## src/hcpfs_pkg.sv

```systemverilog
`default_nettype none

package hcpfs_pkg;

  // Width of the shared host address/data bus.
  localparam int unsigned HCPFS_BUS_W = 8;
  // The host address register holds one byte from each half of a host cycle.
  localparam int unsigned HCPFS_ADDR_W = 2 * HCPFS_BUS_W;

  // Strap level that selects the host port functions.
  localparam logic HCPFS_STRAP_HOST  = 1'h1;
  // Idle level of the active-low address strobe.
  localparam logic HCPFS_STROBE_IDLE = 1'h1;
  // Byte-identification level that marks the first byte of a host cycle.
  localparam logic HCPFS_IDENT_FIRST = 1'h0;
  // Level shown on the internal byte identification while it is unused.
  localparam logic HCPFS_IDENT_IDLE  = 1'h0;

  // Values after reset.
  localparam logic                    HCPFS_OE_RST   = 1'h0;
  localparam logic                    HCPFS_DO_RST   = 1'h0;
  localparam logic                    HCPFS_PIO_RST  = 1'h0;
  localparam logic                    HCPFS_LATCH_RST = 1'h0;
  localparam logic [HCPFS_ADDR_W-1:0] HCPFS_ADDR_RST = 16'h0000;

  typedef enum logic [1:0] {
    HCPFS_FN_UNSET,
    HCPFS_FN_PARALLEL_IO,
    HCPFS_FN_HOST_PORT
  } hcpfs_func_t;

endpackage : hcpfs_pkg

`default_nettype wire

```

## src/hcpfs_top.sv

```systemverilog
// What this block does
// - Strap picks pin A: parallel bit or strobe.
// - Pin A function fixed at the first clock edge after reset release.
// - Strap picks pin B: parallel bit or ident.
// - Pin B function fixed at the first clock edge after reset release.
// - Parallel bit A starts as input.
// - Address strobe is input only, never driven.
// - Strobe captures bus byte into address register.
// - Strobe ignored outside multiplexed mode.
// - Parallel bit B starts as input.
// - Host cycle is two bytes on bus.
`timescale 1ns/1ps
`default_nettype none

module hcpfs_top
  import hcpfs_pkg::*;
#(
  parameter int unsigned BUS_W = HCPFS_BUS_W
) (
  input  wire logic               MCLK,
  input  wire logic               RSTN,
  input  wire logic               BOOT_SELECT_STRAP,
  input  wire logic               HOST_CTRL_PIN_A_IN,
  output logic                    HOST_CTRL_PIN_A_OUT,
  output logic                    HOST_CTRL_PIN_A_OE,
  input  wire logic               HOST_CTRL_PIN_B_IN,
  output logic                    HOST_CTRL_PIN_B_OUT,
  output logic                    HOST_CTRL_PIN_B_OE,
  input  wire logic               PARALLEL_IO_BIT_A_DATA,
  input  wire logic               PARALLEL_IO_BIT_A_DIR_OUT,
  input  wire logic               PARALLEL_IO_BIT_B_DATA,
  input  wire logic               PARALLEL_IO_BIT_B_DIR_OUT,
  output logic                    PARALLEL_IO_BIT_A_VAL,
  output logic                    PARALLEL_IO_BIT_B_VAL,
  input  wire logic               HOST_MUX_MODE,
  input  wire logic [BUS_W-1:0]   HOST_DATA_IN,
  output logic                    HOST_ADDR_STROBE_N,
  output logic                    HOST_BYTE_IDENT,
  output logic [2*BUS_W-1:0]      HOST_ADDR_REG,
  output logic                    HOST_ADDR_LATCHED,
  output logic                    FUNC_VALID,
  output logic                    FUNC_HOST
);

  // The state record is built on the package widths; other widths would need
  // a wider address register and are refused here.
  if (BUS_W != HCPFS_BUS_W) begin : g_bad_width
    $error("hcpfs_top supports only the documented bus width");
  end

  typedef struct packed {
    logic                    pa_out;
    logic                    pa_oe;
    logic                    pb_out;
    logic                    pb_oe;
    logic                    pio_a_val;
    logic                    pio_b_val;
    logic                    strobe_n;
    logic                    ident;
    logic [2*BUS_W-1:0]      addr;
    logic                    latched;
    logic                    valid;
    logic                    host;
  } hcpfs_state_t;

  localparam hcpfs_state_t HCPFS_ST_RST = '{
    pa_out:    HCPFS_DO_RST,
    pa_oe:     HCPFS_OE_RST,
    pb_out:    HCPFS_DO_RST,
    pb_oe:     HCPFS_OE_RST,
    pio_a_val: HCPFS_PIO_RST,
    pio_b_val: HCPFS_PIO_RST,
    strobe_n:  HCPFS_STROBE_IDLE,
    ident:     HCPFS_IDENT_IDLE,
    addr:      HCPFS_ADDR_RST,
    latched:   HCPFS_LATCH_RST,
    valid:     1'h0,
    host:      1'h0
  };

  hcpfs_func_t  func;
  hcpfs_state_t st_r;
  hcpfs_state_t st_nxt;
  logic         sel_pio;
  logic         sel_host;
  logic         strobe_fall;

  //////////////////////////////////////////////////////////////////////////////

  hcpfs_strap_latch u_strap_latch (
    .clk   (MCLK),
    .rst_n (RSTN),
    .strap (BOOT_SELECT_STRAP),
    .func  (func)
  );

  assign sel_pio  = (func == HCPFS_FN_PARALLEL_IO);
  assign sel_host = (func == HCPFS_FN_HOST_PORT);

  // Edge seen against the registered strobe, so one low pulse gives one
  // capture however long the host holds it.
  assign strobe_fall = sel_host && HOST_MUX_MODE && st_r.strobe_n && !HOST_CTRL_PIN_A_IN;

  always_comb begin
    st_nxt         = st_r;
    st_nxt.valid   = (func != HCPFS_FN_UNSET);
    st_nxt.host    = sel_host;
    // Until the strap is decided both pins stay undriven, so neither function
    // can fight the board during the first edge after reset.
    st_nxt.pa_oe   = sel_pio && PARALLEL_IO_BIT_A_DIR_OUT;
    st_nxt.pb_oe   = sel_pio && PARALLEL_IO_BIT_B_DIR_OUT;
    st_nxt.pa_out  = sel_pio ? PARALLEL_IO_BIT_A_DATA : HCPFS_DO_RST;
    st_nxt.pb_out  = sel_pio ? PARALLEL_IO_BIT_B_DATA : HCPFS_DO_RST;
    st_nxt.pio_a_val = sel_pio ? HOST_CTRL_PIN_A_IN : HCPFS_PIO_RST;
    st_nxt.pio_b_val = sel_pio ? HOST_CTRL_PIN_B_IN : HCPFS_PIO_RST;
    st_nxt.strobe_n  = sel_host ? HOST_CTRL_PIN_A_IN : HCPFS_STROBE_IDLE;
    st_nxt.ident     = sel_host ? HOST_CTRL_PIN_B_IN : HCPFS_IDENT_IDLE;
    st_nxt.latched   = 1'h0;
    if (strobe_fall) begin
      st_nxt.latched = 1'h1;
      // The host's byte identification tells which half of the cycle this is.
      if (HOST_CTRL_PIN_B_IN == HCPFS_IDENT_FIRST) begin
        st_nxt.addr[2*BUS_W-1:BUS_W] = HOST_DATA_IN;
      end else begin
        st_nxt.addr[BUS_W-1:0] = HOST_DATA_IN;
      end
    end
  end

  always_ff @(posedge MCLK or negedge RSTN) begin
    if (!RSTN) begin
      st_r <= HCPFS_ST_RST;
    end else begin
      st_r <= st_nxt;
    end
  end

  assign HOST_CTRL_PIN_A_OUT   = st_r.pa_out;
  assign HOST_CTRL_PIN_A_OE    = st_r.pa_oe;
  assign HOST_CTRL_PIN_B_OUT   = st_r.pb_out;
  assign HOST_CTRL_PIN_B_OE    = st_r.pb_oe;
  assign PARALLEL_IO_BIT_A_VAL = st_r.pio_a_val;
  assign PARALLEL_IO_BIT_B_VAL = st_r.pio_b_val;
  assign HOST_ADDR_STROBE_N    = st_r.strobe_n;
  assign HOST_BYTE_IDENT       = st_r.ident;
  assign HOST_ADDR_REG         = st_r.addr;
  assign HOST_ADDR_LATCHED     = st_r.latched;
  assign FUNC_VALID            = st_r.valid;
  assign FUNC_HOST             = st_r.host;
endmodule : hcpfs_top

`default_nettype wire

```

## src/hcpfs_strap_latch.sv

```systemverilog
`timescale 1ns/1ps
`default_nettype none

module hcpfs_strap_latch
  import hcpfs_pkg::*;
(
  input  wire logic        clk,
  input  wire logic        rst_n,
  input  wire logic        strap,
  output var  hcpfs_func_t func
);

  typedef struct packed {
    hcpfs_func_t func;
  } hcpfs_latch_st_t;

  hcpfs_latch_st_t st_r;
  hcpfs_latch_st_t st_nxt;

  // The strap is caught by the first edge after reset release, never by the
  // asynchronous reset itself, so the board must hold it through that edge.
  always_comb begin
    st_nxt = st_r;
    case (st_r.func)
      HCPFS_FN_UNSET: begin
        st_nxt.func = (strap == HCPFS_STRAP_HOST) ? HCPFS_FN_HOST_PORT : HCPFS_FN_PARALLEL_IO;
      end
      HCPFS_FN_PARALLEL_IO,
      HCPFS_FN_HOST_PORT: begin
        st_nxt.func = st_r.func;
      end
      default: begin
        st_nxt.func = HCPFS_FN_UNSET;
      end
    endcase
  end

  always_ff @(posedge clk or negedge rst_n) begin
    if (!rst_n) begin
      st_r <= '{func: HCPFS_FN_UNSET};
    end else begin
      st_r <= st_nxt;
    end
  end

  assign func = st_r.func;
endmodule : hcpfs_strap_latch

`default_nettype wire

```

## config.mk

```make
export PLATFORM = sky130hd
export DESIGN_NAME = hcpfs_top
export DESIGN_NICKNAME = d
export VERILOG_FILES = /design/src/hcpfs_pkg.sv /design/src/hcpfs_top.sv /design/src/hcpfs_strap_latch.sv
export SDC_FILE = /design/constraint.sdc
export NUM_CORES = 1
export LEC_CHECK = 0
export ABC_AREA = 1
export BUFFER_PORTS_ARGS = -buffer_cell sky130_fd_sc_hd__buf_4
export CORE_MARGIN = 10
export CORE_UTILIZATION = 47
export DETAILED_ROUTE_END_ITERATION = 10
export GPL_TIMING_DRIVEN = 0
export PLACE_DENSITY_LB_ADDON = 0.15
export SETUP_SLACK_MARGIN = 0.4
export SLEW_MARGIN = 20
export SYNTH_ARGS = -nofsm -noshare
export SYNTH_HDL_FRONTEND = slang
export SYNTH_HIERARCHICAL = 1
export SYNTH_SLANG_ARGS = --single-unit
export TNS_END_PERCENT = 30
```

## constraint.sdc

```tcl
create_clock -name MCLK -period 1.4 [get_ports MCLK]
set_input_delay 0.14 -clock MCLK [delete_from_list [all_inputs] [get_ports MCLK]]
set_output_delay 0.14 -clock MCLK [all_outputs]
set_load 0.01 [all_outputs]
```

==> metrics.cfg <==
[outcome]
status = completed

[sta]
fin_ws_ns = 0.257
timing.slew.headroom_pct = 75.9
fmax_ghz = 0.875
period_needed_ns = 1.14
final_hold_viol_count = 0
setup_viol = 0
period_share_pct = 81.6
skew_ns = 0.00800
rsz0062_at_grt = true
tightest_slew_ns = 0.362
final-max-slew-violation-count = 0
tns_ns = 0

[route]
wirelength_um = 2940
vias_per_cell = 4.87
wire_per_inst_um = 14.2
drc = 0
drtIter0Drc = 71
via_count = 1008
drt_pass1_iterations = 4
ant_nets = 0

[die]
core_um2 = 2430
fp.dieW_um = 70.2
rows = 18
start_util_pct = 48.8
boundaryPins = 45
die-area_um2 = 4930
die_h_um = 70.2

[worst_setup_path]
crit_fanout = 8
required_ns = 1.63
r2r_end = HOST_ADDR_REG[10]
reg2reg_from = u_strap_latch/func[0]
cp.arrival_ns = 1.37
path_class = flop to flop
start_kind = flop
r2r_setup_slack_ns = 0.26
startpoint = u_strap_latch/func[0]
crit_path_end_kind = flop
r2r_cells = 6

[logic_synthesis]
syn_avg_cell_area_um2 = 10.1
yosysSeqAreaShare_pct = 61.3
synth-warning-count = 6
synth.distinct_cells = 16
syn_inst = 118
synth_area_um2 = 1190
synth_seq_cells = 29
synth_nets = 137

[grt]
grt_start_max_net_pins = 30
grt_overflow_total = 0
grt_usage_pct = 12.7
antenna_found_initial = 0
grt_pass1_vias = 1061
grt_pass1_wl_um = 4970

[placement]
gp_congestion = 0.775
place_ws_ns = 0.207
dpl.hpwl_um = 2240
io_buffers = 43
placed_area_um2 = 1560

[cts]
cts_max_level = 2
root_buffer = clkbuf_4
cts_tree = yes
clock_latency_ns = 0.33
cts.sinks = 29
ctsLongestPathBuffers = 2
cts-buffers-inserted = 5
cts.clk_slew.worst_paths_ns = 0.09

[layout]
antenna_cells = 0
final_util_pct = 70.5
layout-drive-gt1-share_pct = 46.3
fin_nets = 195
area_delta_synth_final_pct = 44.6
fin_area_um2 = 1720

[hold_path]
min_to = HOST_CTRL_PIN_B_OUT
whs_path_depth = 3
hold_path_startpoint = PARALLEL_IO_BIT_B_DATA
hold_class = input pin to flop

[power_and_ir_drop]
power.density_nw_per_um2 = 1900
p_leak_nw = 0.964
max-vdd-ir-drop_uv = 1410

[run]
max-cap-violations = 0

## power by group
part           switching (W)  total, W  internal (W)
clock               0.000286  0.000577      0.000290
sequential          0.000181   0.00134       0.00116
combinational       0.000677   0.00134      0.000662
total                0.00114   0.00326       0.00211
## cell families after synthesis
group | Yosys count | synth area share, %
AND/OR/NAND/NOR | 69 | 30.2
flip-flops | 29 | 61.3
buffers and inverters | 19 | 7.49
adder cells (fa/ha/maj) | 1 | 1.05
## cell type report
cell class / instances / area [µm²]
flip-flops and latches: 29 / 727
well taps: 30 / 37.5
plain buffers: 4 / 38.8
repair buffers: 51 / 388
clock buffers: 7 / 65.1
multi-input cells: 70 / 393
fillers: 193 / 717
inverters: 15 / 61.3
clock inverters: 1 / 5.00
## layout by cell type (no fill, tap or decap), drive strengths merged
master	netlist	routed
buf	4	53
clkbuf	0	7
clkinv	0	1
dfrtp	28	28
dfstp	1	1
dlygate4sd3	0	2
ha	1	1
inv	15	15
nand2	40	40
nand3	4	4
nand4	16	16
nor2	9	9
## metal layers
| metal | global-route usage, % | part of all wire (%) | vias up |
|---|---|---|---|
| met5 | 0 | 0 | - |
| met4 | 5.48 | 2.3 | 0 |
| met3 | 6.78 | 7.2 | 7 |
| met2 | 22.2 | 54 | 28 |
| met1 | 12.1 | 37 | 478 |
| li1 | - | - | 495 |
## Yosys cell counts
| library cell | instances | area share (%) |
|---|---|---|
| nand2_1 | 39 | 12 |
| dfrtp_1 | 28 | 59 |
| nand4_1 | 16 | 8.4 |
| inv_1 | 9 | 2.8 |
| nor2_1 | 8 | 2.5 |
| inv_2 | 6 | 1.9 |
| buf_2 | 2 | 0.84 |
| nand3_4 | 2 | 3.0 |
| buf_4 | 1 | 0.63 |
| buf_8 | 1 | 1.3 |
| dfstp_2 | 1 | 2.2 |
| ha_1 | 1 | 1.1 |
| nand2_4 | 1 | 0.95 |
| nand3_1 | 1 | 0.42 |
| nand3_2 | 1 | 0.84 |
| nor2_8 | 1 | 1.7 |
## worst max-delay path, cell delays in order, from the launching register on
cell	delay, ns
dfrtp_1	0.42
inv_2	0.09
nand2_4	0.07
nor2_8	0.16
nand3_4	0.16
nand2_1	0.09
nand2_1	0.05
## how the worst max path moves through the flow
stage                                   end  slack [ns]  depth (start not counted)
after global placement     HOST_ADDR_REG[4]        0.24                          6
after CTS                  HOST_ADDR_REG[1]        0.23                          6
final                     HOST_ADDR_REG[10]        0.26                          6
after floorplan            HOST_ADDR_REG[0]        0.34                          6
after global routing       HOST_ADDR_REG[0]        0.15                          6
after detailed placement   HOST_ADDR_REG[6]        0.21                          6
## state kept, by name, summed over array words and instances (netlist names)
register and count:
FUNC_HOST 1, HOST_ADDR_REG 16, PARALLEL_IO_BIT_A_VAL 1, u_strap_latch/func 2, HOST_ADDR_LATCHED 1, HOST_CTRL_PIN_A_OE 1
PARALLEL_IO_BIT_B_VAL 1, HOST_CTRL_PIN_B_OUT 1, HOST_ADDR_STROBE_N 1, HOST_BYTE_IDENT 1, FUNC_VALID 1, HOST_CTRL_PIN_A_OUT 1
HOST_CTRL_PIN_B_OE 1
## timing repair
action,in CTS,in global routing
endpoints found under the setup margin,40,47
hold endpoints to repair,29,0
resized for setup,5,4
cloned,0,0
hold buffers,2,0
pin swaps,12,5
setup buffers,5,1
## through the flow
| stage | total power, W | hold slack, ns | std cells |
|---|---|---|---|
| after floorplan | 0.00197 | -0.156 | 118 |
| after global placement | 0.00259 | 0.0773 | 191 |
| after detailed placement | 0.00264 | 0.0825 | 191 |
| after CTS | 0.00330 | 0.000219 | 206 |
| after global routing | 0.00352 | 0.00393 | 207 |
| final | 0.00326 | 0.0168 | 207 |
No activity file was read; power rests on OpenSTA's default activity.
